<file path="src/led_ctrl_consts.vh">
`ifndef LED_CTRL_CONSTS_VH
`define LED_CTRL_CONSTS_VH
// clock rate
`define CLK_HZ            20000000
// display styles (one-hot)
`define STYLE_INDIV       3'h1
`define STYLE_TRI         3'h2
`define STYLE_ENH         3'h4
// indicator levels: active low
`define LED_ON            1'b0
`define LED_OFF           1'b1
// speed encoding of speed_i
`define SPD_10            2'h0
`define SPD_100           2'h1
`define SPD_1000          2'h2
// enhanced functions
`define FN_LINK_ACT       4'h0
`define FN_LINK1000       4'h1
`define FN_LINK100        4'h2
`define FN_LINK10         4'h3
`define FN_LINK100_1000   4'h4
`define FN_LINK10_1000    4'h5
`define FN_LINK10_100     4'h6
`define FN_DUPLEX_COL     4'h8
`define FN_COLLISION      4'h9
`define FN_ACTIVITY       4'hA
`define FN_ANEG_FAULT     4'hC
`define FN_FORCE_OFF      4'hE
`define FN_FORCE_ON       4'hF
// blink half periods in microseconds: 2.5/5/10/20 Hz -> 200/100/50/25 ms
`define BLINK_HALF_US_0   200000
`define BLINK_HALF_US_1   100000
`define BLINK_HALF_US_2   50000
`define BLINK_HALF_US_3   25000
// pulse-stretch lengths in microseconds
`define STRETCH_US_0      50000
`define STRETCH_US_1      100000
`define STRETCH_US_2      200000
`define STRETCH_US_3      400000
// pulsing 5 kHz, 20% duty
`define PULSE_HZ          5000
`define PULSE_DUTY_PCT    20
`define PULSE_PERIOD_CYC  (`CLK_HZ / `PULSE_HZ)
`define PULSE_ON_CYC      (`PULSE_PERIOD_CYC * `PULSE_DUTY_PCT / 100)
`define US_TO_CYC(us)     ((us) * (`CLK_HZ / 1000000))
`endif

</file>
<file path="src/phy_status_led_controller.v">
`timescale 1ns/1ps
`default_nettype none
`include "led_ctrl_consts.vh"
// Function
// - style latched from strap and bit at reset
// - bit 1, strap high: individual style
// - bit 1, strap low: tri-colour style
// - bit 0: enhanced style, strap ignored
// - individual: B link, A activity toggle
// - isolate forces off in individual, tri-colour
// - power-down forces off in all styles
// - tri-colour: B 1000, A 100, both 10
// - tri-colour: high unlinked, low idle, toggle active
// - enhanced: per-output function field, behaviour controls
// - function 0: link any speed, activity blinks off
// - functions 1-6: link at chosen speeds only
// - function 8: full duplex on, collisions blink on
// - function 9: collisions blink on
// - function 10: activity blinks on, tx-only option
// - function 12: auto-negotiation fault lights output
// - function 14 forced off, 15 forced on
// - blink 50% duty, four rates per output
// - pulse-stretch, four lengths per output
// - pulsing: 5 kHz 20% on asserted output
module phy_status_led_controller (
  input  wire       clk_i,
  input  wire       rst_n_i,
  input  wire       style_strap_i,         // style strap level at reset
  input  wire       compat_style_select_i, // compatibility style bit
  input  wire       isolate_bit_i,         // isolate control
  input  wire       power_down_i,          // power-down control
  input  wire       link_up_i,             // link valid
  input  wire [1:0] speed_i,               // link speed
  input  wire       full_duplex_i,         // duplex status
  input  wire       rx_act_i,              // receive activity
  input  wire       tx_act_i,              // transmit activity
  input  wire       collision_i,           // collision seen
  input  wire       aneg_fault_i,          // auto-negotiation fault
  input  wire [3:0] func_a_i,              // enhanced function, output a
  input  wire [3:0] func_b_i,              // enhanced function, output b
  input  wire [1:0] rate_a_i,              // blink/stretch rate, output a
  input  wire [1:0] rate_b_i,              // blink/stretch rate, output b
  input  wire       stretch_a_i,           // 1 stretch, 0 blink, output a
  input  wire       stretch_b_i,           // 1 stretch, 0 blink, output b
  input  wire       tx_only_act_i,         // activity output select
  input  wire       pulsing_en_i,          // pulsing option
  output reg        indicator_out_a_o,     // output a, low is on
  output reg        indicator_out_b_o      // output b, low is on
);
  // derived timing counts, worked out at full integer width first
  localparam [31:0] BL0_W = `US_TO_CYC(`BLINK_HALF_US_0);
  localparam [31:0] BL1_W = `US_TO_CYC(`BLINK_HALF_US_1);
  localparam [31:0] BL2_W = `US_TO_CYC(`BLINK_HALF_US_2);
  localparam [31:0] BL3_W = `US_TO_CYC(`BLINK_HALF_US_3);
  localparam [31:0] ST0_W = `US_TO_CYC(`STRETCH_US_0);
  localparam [31:0] ST1_W = `US_TO_CYC(`STRETCH_US_1);
  localparam [31:0] ST2_W = `US_TO_CYC(`STRETCH_US_2);
  localparam [31:0] ST3_W = `US_TO_CYC(`STRETCH_US_3);
  localparam [31:0] PER_W = `PULSE_PERIOD_CYC;
  localparam [31:0] PON_W = `PULSE_ON_CYC;
  // cut to the counter widths: the longest stretch, 8,000,000 cycles,
  // still fits the 24-bit shaper counter, and 4000 fits 12 bits
  localparam [23:0] BL0   = BL0_W[23:0];
  localparam [23:0] BL1   = BL1_W[23:0];
  localparam [23:0] BL2   = BL2_W[23:0];
  localparam [23:0] BL3   = BL3_W[23:0];
  localparam [23:0] ST0   = ST0_W[23:0];
  localparam [23:0] ST1   = ST1_W[23:0];
  localparam [23:0] ST2   = ST2_W[23:0];
  localparam [23:0] ST3   = ST3_W[23:0];
  localparam [11:0] PER   = PER_W[11:0];
  localparam [11:0] PON   = PON_W[11:0];

  // style and timing state
  reg  [2:0]  style_r;          // latched display style, one-hot
  reg  [2:0]  strap_sync_r;     // strap synchroniser, bit 0 first
  reg         strap_f_r;        // strap level once two stages agree
  reg         rst_seen_r;       // reset was active last cycle
  reg  [11:0] pcnt_r;           // pulsing modulation counter

  // next levels and lane results
  reg         a_nxt;            // next level output a
  reg         b_nxt;            // next level output b
  wire [1:0]  ev;               // per-output event levels for shapers
  wire [1:0]  shp;              // shaped events
  wire [1:0]  on_en;            // enhanced asserted level per output

  // decoded status; speed 3 matches none of the three speeds
  wire        act   = rx_act_i | tx_act_i;
  wire        act_e = tx_only_act_i ? tx_act_i : act;
  wire        l1000 = link_up_i & (speed_i == `SPD_1000);
  wire        l100  = link_up_i & (speed_i == `SPD_100);
  wire        l10   = link_up_i & (speed_i == `SPD_10);
  wire        pulse_on = (pcnt_r < PON);
  wire        pulse_gate = !pulsing_en_i || pulse_on;

  // per-lane control views: index 0 is output a, index 1 output b
  wire [3:0]  fn [0:1];         // per-output function
  wire [1:0]  rt [0:1];         // per-output rate
  wire        se [0:1];         // per-output stretch select

  assign fn[0] = func_a_i;
  assign fn[1] = func_b_i;
  assign rt[0] = rate_a_i;
  assign rt[1] = rate_b_i;
  assign se[0] = stretch_a_i;
  assign se[1] = stretch_b_i;

  // the strap is a board pin: three flops, and a new level is taken only
  // once the second and third agree, so a bouncing strap cannot glitch it
  always @(posedge clk_i) begin
    strap_sync_r <= {strap_sync_r[1:0], style_strap_i};
    if (strap_sync_r[2] == strap_sync_r[1])
      strap_f_r <= strap_sync_r[1];
  end

  // style capture on the first edge after reset release; the strap must
  // stand at least four edges before release to pass the synchroniser,
  // and later changes of strap or bit are ignored until the next reset
  always @(posedge clk_i) begin
    if (!rst_n_i) begin
      // enhanced while in reset
      rst_seen_r <= 1'b1;
      style_r    <= `STYLE_ENH;
    end else begin
      rst_seen_r <= 1'b0;
      if (rst_seen_r) begin
        if (!compat_style_select_i) begin
          // compatibility bit clear: strap has no say
          style_r <= `STYLE_ENH;
        end else if (strap_f_r) begin
          // strap pulled high
          style_r <= `STYLE_INDIV;
        end else begin
          // strap pulled low
          style_r <= `STYLE_TRI;
        end
      end
    end
  end

  // 5 kHz pulsing counter: free-running, so both outputs pulse in step
  // and the glow phase does not depend on when pulsing was enabled
  always @(posedge clk_i) begin
    if (!rst_n_i)
      pcnt_r <= 12'h000;                            // restart the period
    else if (pcnt_r == PER - 12'h001)
      pcnt_r <= 12'h000;                            // wrap after 4000 cycles
    else
      pcnt_r <= pcnt_r + 12'h001;
  end

  // per-output shaper and enhanced function decode; lane 0 serves output a
  // and lane 1 output b, and the fixed styles look at lane 0 only
  genvar g;
  generate
    for (g = 0; g < 2; g = g + 1) begin : g_out
      reg  spd_ok;                                  // link at chosen speeds
      reg  ev_lvl;                                  // event level of this lane
      reg  on_lvl;                                  // enhanced asserted level
      assign ev[g]    = ev_lvl;
      assign on_en[g] = on_lvl;

      // speed match per function code; other codes never count a link
      always @* begin
        spd_ok = 1'b0;
        case (fn[g])
          `FN_LINK_ACT:     spd_ok = link_up_i;
          `FN_LINK1000:     spd_ok = l1000;
          `FN_LINK100:      spd_ok = l100;
          `FN_LINK10:       spd_ok = l10;
          `FN_LINK100_1000: spd_ok = l100 | l1000;
          `FN_LINK10_1000:  spd_ok = l10 | l1000;
          `FN_LINK10_100:   spd_ok = l10 | l100;
          default:          spd_ok = 1'b0;
        endcase
      end

      // shaper event source per style and function
      always @* begin
        ev_lvl = 1'b0;
        if (style_r != `STYLE_ENH) begin
          // fixed styles: any traffic blinks
          ev_lvl = act;
        end else if (fn[g] <= `FN_LINK10_100) begin
          // link functions: traffic on a counted link
          ev_lvl = spd_ok & act;
        end else if (fn[g] == `FN_DUPLEX_COL) begin
          // collisions only matter on a half-duplex link
          ev_lvl = link_up_i & ~full_duplex_i & collision_i;
        end else if (fn[g] == `FN_COLLISION) begin
          // any collision
          ev_lvl = collision_i;
        end else if (fn[g] == `FN_ACTIVITY) begin
          // traffic, or transmit only when selected
          ev_lvl = act_e;
        end else begin
          // steady functions need no shaping
          ev_lvl = 1'b0;
        end
      end

      // fixed styles blink at 10 Hz with no stretch; enhanced lanes take
      // their own rate and mode
      led_event_shaper #(
        // phase lengths in core clock cycles
        .BLINK0_CYC   (BL0),
        .BLINK1_CYC   (BL1),
        .BLINK2_CYC   (BL2),
        .BLINK3_CYC   (BL3),
        .STRETCH0_CYC (ST0),
        .STRETCH1_CYC (ST1),
        .STRETCH2_CYC (ST2),
        .STRETCH3_CYC (ST3)
      ) u_shaper (
        .clk_i     (clk_i),
        .rst_n_i   (rst_n_i),
        .event_i   (ev[g]),
        .stretch_i (style_r == `STYLE_ENH ? se[g] : 1'b0),
        .rate_i    (style_r == `STYLE_ENH ? rt[g] : 2'h2),
        .shaped_o  (shp[g])
      );

      // enhanced asserted level; 1 means the led should glow
      always @* begin
        on_lvl = 1'b0;
        case (fn[g])
          // link functions: lit on a counted link, traffic blinks it off
          `FN_LINK_ACT, `FN_LINK1000, `FN_LINK100, `FN_LINK10,
          `FN_LINK100_1000, `FN_LINK10_1000, `FN_LINK10_100:
            on_lvl = spd_ok & ~shp[g];
          // full duplex lit, half-duplex collisions blink it on
          `FN_DUPLEX_COL:
            on_lvl = (link_up_i & full_duplex_i) | shp[g];
          // event functions: dark until the shaper shows an event
          `FN_COLLISION:  on_lvl = shp[g];
          `FN_ACTIVITY:   on_lvl = shp[g];
          // steady functions follow a level or a constant
          `FN_ANEG_FAULT: on_lvl = aneg_fault_i;
          `FN_FORCE_OFF:  on_lvl = 1'b0;
          `FN_FORCE_ON:   on_lvl = 1'b1;
          // reserved codes stay dark
          default:        on_lvl = 1'b0;
        endcase
      end
    end
  endgenerate

  // output level select per style; outputs are active low, so off is high
  always @* begin
    a_nxt = `LED_OFF;
    b_nxt = `LED_OFF;
    case (style_r)
      `STYLE_INDIV: begin
        // b shows link at any speed
        b_nxt = link_up_i ? `LED_ON : `LED_OFF;
        // a is dark when idle and glows in the shaper's on phases
        a_nxt = (act && shp[0]) ? `LED_ON : `LED_OFF;
      end
      `STYLE_TRI: begin
        // b serves 1000 and 10, a serves 100 and 10; unused stays high
        // with traffic the used outputs go high in the shaper's on phases
        if (l1000 || l10)
          b_nxt = (act && shp[0]) ? `LED_OFF : `LED_ON;
        if (l100 || l10)
          a_nxt = (act && shp[0]) ? `LED_OFF : `LED_ON;
      end
      `STYLE_ENH: begin
        // asserted level, chopped by the pulsing gate
        a_nxt = (on_en[0] && pulse_gate) ? `LED_ON : `LED_OFF;
        b_nxt = (on_en[1] && pulse_gate) ? `LED_ON : `LED_OFF;
      end
      default: begin
        // no legal style latched: stay dark
        a_nxt = `LED_OFF;
        b_nxt = `LED_OFF;
      end
    endcase
    // isolate darkens the fixed styles only
    if (isolate_bit_i && style_r != `STYLE_ENH) begin
      a_nxt = `LED_OFF;
      b_nxt = `LED_OFF;
    end
    // power-down wins over everything
    if (power_down_i) begin
      a_nxt = `LED_OFF;
      b_nxt = `LED_OFF;
    end
  end

  // registered outputs, so each pin comes straight from a flop; status
  // inputs are synchronous core signals and need no synchroniser
  always @(posedge clk_i) begin
    if (!rst_n_i) begin
      // dark through reset
      indicator_out_a_o <= `LED_OFF;
      indicator_out_b_o <= `LED_OFF;
    end else begin
      indicator_out_a_o <= a_nxt;
      indicator_out_b_o <= b_nxt;
    end
  end
endmodule
`default_nettype wire

</file>
<file path="src/led_event_shaper.v">
`timescale 1ns/1ps
`default_nettype none
`include "led_ctrl_consts.vh"
// per-output blink or pulse-stretch shaping of an event level
module led_event_shaper #(
  parameter [23:0] BLINK0_CYC   = 24'h3D0900,
  parameter [23:0] BLINK1_CYC   = 24'h1E8480,
  parameter [23:0] BLINK2_CYC   = 24'h0F4240,
  parameter [23:0] BLINK3_CYC   = 24'h07A120,
  parameter [23:0] STRETCH0_CYC = 24'h0F4240,
  parameter [23:0] STRETCH1_CYC = 24'h1E8480,
  parameter [23:0] STRETCH2_CYC = 24'h3D0900,
  parameter [23:0] STRETCH3_CYC = 24'h7A1200
) (
  input  wire       clk_i,
  input  wire       rst_n_i,
  input  wire       event_i,     // event level
  input  wire       stretch_i,   // 1 pulse-stretch, 0 blink
  input  wire [1:0] rate_i,      // rate select
  output reg        shaped_o     // 1 while shaped event shown
);
  reg  [23:0] cnt_r;             // phase counter
  reg         hold_r;            // stretch hold pending
  reg  [23:0] len;               // selected phase length
  wire        last = (cnt_r >= len - 24'h000001);

  // phase length mux
  always @* begin
    len = BLINK0_CYC;
    case ({stretch_i, rate_i})
      3'h0:    len = BLINK0_CYC;
      3'h1:    len = BLINK1_CYC;
      3'h2:    len = BLINK2_CYC;
      3'h3:    len = BLINK3_CYC;
      3'h4:    len = STRETCH0_CYC >> 1;  // half-period phases
      3'h5:    len = STRETCH1_CYC >> 1;
      3'h6:    len = STRETCH2_CYC >> 1;
      default: len = STRETCH3_CYC >> 1;
    endcase
  end

  // shaping state: in blink mode toggles every phase while events persist
  always @(posedge clk_i) begin
    if (!rst_n_i) begin
      cnt_r    <= 24'h000000;
      hold_r   <= 1'b0;
      shaped_o <= 1'b0;
    end else if (!shaped_o && cnt_r == 24'h000000) begin
      // idle: start on an event
      if (event_i) begin
        shaped_o <= 1'b1;
        cnt_r    <= 24'h000001;
        hold_r   <= 1'b1;              // a single stretched event lasts two phases
      end
    end else begin
      if (event_i)
        hold_r <= 1'b1;
      if (last) begin
        hold_r <= 1'b0;
        if (!shaped_o) begin
          // off phase over: idle with the hold cleared, an event still present restarts on the next edge
          cnt_r <= 24'h000000;
        end else if (stretch_i && (hold_r || event_i)) begin
          // stretch: another on phase while events keep arriving
          cnt_r <= 24'h000000;
        end else begin
          // on phase over: a full off phase follows, keeping blink at 50%
          shaped_o <= 1'b0;
          cnt_r    <= 24'h000001;
        end
      end else begin
        cnt_r <= cnt_r + 24'h000001;
      end
    end
  end
endmodule
`default_nettype wire

</file>
<file path="config.mk">
export PLATFORM = sky130hd
export DESIGN_NAME = phy_status_led_controller
export DESIGN_NICKNAME = d
export VERILOG_FILES = /design/src/phy_status_led_controller.v /design/src/led_event_shaper.v
export VERILOG_INCLUDE_DIRS = /design/src
export SDC_FILE = /design/constraint.sdc
export NUM_CORES = 1
export LEC_CHECK = 0
export BUFFER_PORTS_ARGS = -buffer_cell sky130_fd_sc_hd__buf_2
export CAP_MARGIN = 20
export CORE_AREA = 2 2 101 103
export CTS_BUF_LIST = sky130_fd_sc_hd__clkbuf_4 sky130_fd_sc_hd__clkbuf_8
export CTS_CLUSTER_DIAMETER = 120
export CTS_CLUSTER_SIZE = 16
export DETAILED_ROUTE_END_ITERATION = 10
export DIE_AREA = 0 0 103 105
export PLACE_DENSITY_LB_ADDON = 0.2
export SYNTH_ARGS = -nofsm -noshare
export SYNTH_HDL_FRONTEND = slang
export SYNTH_SLANG_ARGS = --single-unit
export TNS_END_PERCENT = 50
</file>
<file path="constraint.sdc">
create_clock -name clk_i -period 5.1 [get_ports clk_i]
set_clock_uncertainty 0.05 [all_clocks]
set_input_delay 1.02 -clock clk_i [delete_from_list [all_inputs] [get_ports clk_i]]
set_output_delay 1.02 -clock clk_i [all_outputs]
set_load 0.01 [all_outputs]
</file>
==> flow_summary.yaml <==
yosys:
  synth_compound_area_share_pct: 13.21
  synth_seq_cells: 74
  synth_mux_area_share_pct: 1.146
  syn_inst: 593
  mappedNetlistArea_um2: 4915
  synth_top_family_by_area: "simple AND/OR/NAND/NOR gates"
  ys_async_sr_fraction_pct: 0
  synthDistinctLibCells: 71
  synth-xor-area-share_pct: 10.51
  synthFlopType: "dfxtp_1"
  yosys_warnings: 0
  synth-simple-area-share_pct: 29.46
  synth_edf_count: 1
  synth.avg_cell_area_um2: 8.288
  seq_area_frac_synth_pct: 30.35
  synthAdderAreaFrac_pct: 11.46
final_layout:
  syn2layout_area_growth_pct: 9.980
  n_antenna_cell: 0
  fill_cells: 920
  nNetsFinal: 704
  drive_gt1_share_pct: 13.72
  fin_cells: 767
  final_cell_mix: "74 x nor2_1, 73 x dfxtp_1, 56 x nand2_1"
  mostFrequentLayoutCell: "nor2_1"
sta:
  worst_pin_slew_ns: 0.7021
  finalCriticalPeriod_ns: 4.364
  fmax_ghz: 0.2292
  final_hold_viol_count: 0
  period_share_pct: 85.56
  setup_viol: 0
  fin_setup_tns_ns: 0
  rsz0062_at_grt: "false"
  maxSlewHeadroom_pct: 53.02
  slew_violations: 0
floorplan:
  core_um2: 9639
  die_y_um: 105
  initial_utilization_pct: 50.99
  num_io_pins: 32
  row_count: 36
  die_w_um: 103
  die_area_um2: 10820
pwr:
  p_leak_nw: 2.213
  irDropWorstVdd_mv: 0.1214
  p_per_area_nw_per_um2: 259.3
  power_mw: 1.401
routing:
  drt_first_pass_iters: 5
  initialDrtViolationCount: 182
  detail-route-antenna-nets: 0
  drc: 0
  wirelength_um: 10910
  dr_total_vias: 4237
  wl_per_cell_um: 14.22
  detail_route.vias_per_cell: 5.524
run_status:
  outcome: "finished, final reports clean"
setup_path:
  worstSetupPathType: "flop to flop"
  crit_fanout: 16
  cp-end-kind: "flop"
  cp.arrival_ns: 4.60
  r2r_cells: 16
  start_kind: "flop"
  cp.required_ns: 5.33
clocking:
  cts_tree: "done"
  cts_setup_buffers: 0
  cts_buffer_depth: 2
  worstSkewPairLatency_ns: 0.35
  hold_buffers: 0
  clk_pin_slew_worst_paths_ns: 0.08
  clockRootBuffer: "clkbuf_8"
  cts_made_buffers: 9
  clock-sinks: 74
  cts_resized: 0
  htree_num_levels: 3
grt:
  grt_max_degree: 22
  grt_pass1_wl_um: 18460
  grt_usage_pct: 21.26
  overflow: 0
  first_global_vias: 3958
  antenna_found_initial: 0
placed_design:
  post-dp-hpwl_um: 8360
  gp_congestion: 0.8916
  dp.cells: 751
  io_buffer_count: 31
worst_hold_path:
  hold_class: "flop to flop"
  min_path_cells: 0
job:
  cap_violations: 0
-- cell usage after synthesis, drive strengths merged, types with 2 or more instances --
library cell / n / area share, %
clkinv: 2 / 0.25
or3: 2 / 0.25
a211oi: 6 / 0.92
inv: 22 / 1.7
o41ai: 2 / 0.36
xnor2: 23 / 4.1
and4: 3 / 0.53
nand2b: 6 / 0.76
a31oi: 6 / 0.76
o32ai: 3 / 0.53
a21oi: 21 / 2.1
or2: 3 / 0.38
o31ai: 4 / 0.61
o2111ai: 2 / 0.36
nor3b: 6 / 1.1
nor2b: 8 / 1.0
nor2: 94 / 8.3
a221oi: 2 / 0.36
dfxtp: 73 / 30
and3: 15 / 1.9
xor2: 36 / 6.4
nor4: 11 / 1.4
nand2: 56 / 4.3
nand4: 15 / 1.9
nor3: 13 / 1.4
and3b: 2 / 0.36
o22ai: 2 / 0.25
a31o: 2 / 0.36
nand3: 30 / 3.1
and2: 4 / 0.53
mux2i: 4 / 1.1
o21ai: 21 / 2.3
clkbuf: 5 / 0.38
a311oi: 2 / 0.36
a21o: 8 / 1.2
nor4b: 2 / 0.36
o21a: 2 / 0.31
buf: 8 / 1.5
nor4bb: 4 / 0.81
ha: 45 / 11
-- metrics by stage --
step                      area, um^2  utilization, %  hold WS (ns)  worst slack (ns)
after floorplan                 4926               -        0.2596             1.145
after global placement          5186           53.80        0.2615            0.5610
after detailed placement        5186           53.80        0.2636            0.4183
after CTS                       5405           56.07        0.2825            0.7589
after global routing            5405           56.07        0.2919            0.3764
final                           5405           56.07        0.2821            0.7363
-- cell type report --
cell class              instances  area [um^2]  area share (%)
repair buffers                 35        185.2           3.426
multi-input cells             485         3248           60.09
well taps                     133        166.4           3.079
inverters                      24        95.09           1.759
clock buffers                  11        138.9           2.569
clock inverters                 5        80.08           1.481
flip-flops and latches         74         1491           27.59
-- report_power, final --
part | total, mW | internal [mW] | switching, mW | leakage (nW)
Sequential | 0.611 | 0.594 | 0.0165 | 0.603
Clock | 0.511 | 0.286 | 0.225 | 0.106
Combinational | 0.280 | 0.115 | 0.165 | 1.50
-- routing by layer --
metal  GRT usage, %  wire [um]  part of all wire (%)
met1          28.68       5162                    47
met2          34.00       5123                    47
met3          3.880        442                   4.1
met4          6.861        179                   1.6
met5              0          0                     0
-- flip-flops by register name (all words and copies together), names as in the netlist --
| signal | cells |
|---|---|
| pcnt_r | 12 |
| g_out.u_shaper.cnt_r | 48 |
| strap_f_r | 1 |
| g_out.u_shaper.hold_r | 2 |
| rst_seen_r | 1 |
| indicator_out_a_o | 1 |
| style_r | 3 |
| strap_sync_r | 3 |
| g_out.u_shaper.shaped_o | 2 |
| indicator_out_b_o | 1 |
-- worst max-delay path, cell delays in order (launching register included) --
cell and delay (ns):
dfxtp_1 0.55, nor3b_4 0.32, nand2_1 0.11, ha_1 0.27, mux2i_1 0.33, ha_1 0.30, nor2b_1 0.18, xnor2_1 0.13
ha_1 0.26, nand4_1 0.11, nor2_1 0.07, a211oi_1 0.23, o211ai_1 0.12, nand3_1 0.15, nand4b_2 0.58, buf_4 0.42
nor2_2 0.11
-- final timing paths --
kind	startpoint	to	slack, ns
max	style_r[2]	g_out[1].u_shaper.cnt_r[15]	0.74
min	strap_sync_r[0]	strap_sync_r[1]	0.28
max reg2reg	style_r[2]	g_out[1].u_shaper.cnt_r[15]	0.74
min reg2reg	strap_sync_r[0]	strap_sync_r[1]	0.28
-- cell families (layout without fill, tap and decap cells) --
family	after synthesis	after routing
mux	4	4
other cells	1	4
fa+ha+maj	45	45
flops	74	74
simple gates	278	278
compound gates	95	95
xor+xnor	59	59
buf+inv	37	75
Power figures use the tool's default switching activity.
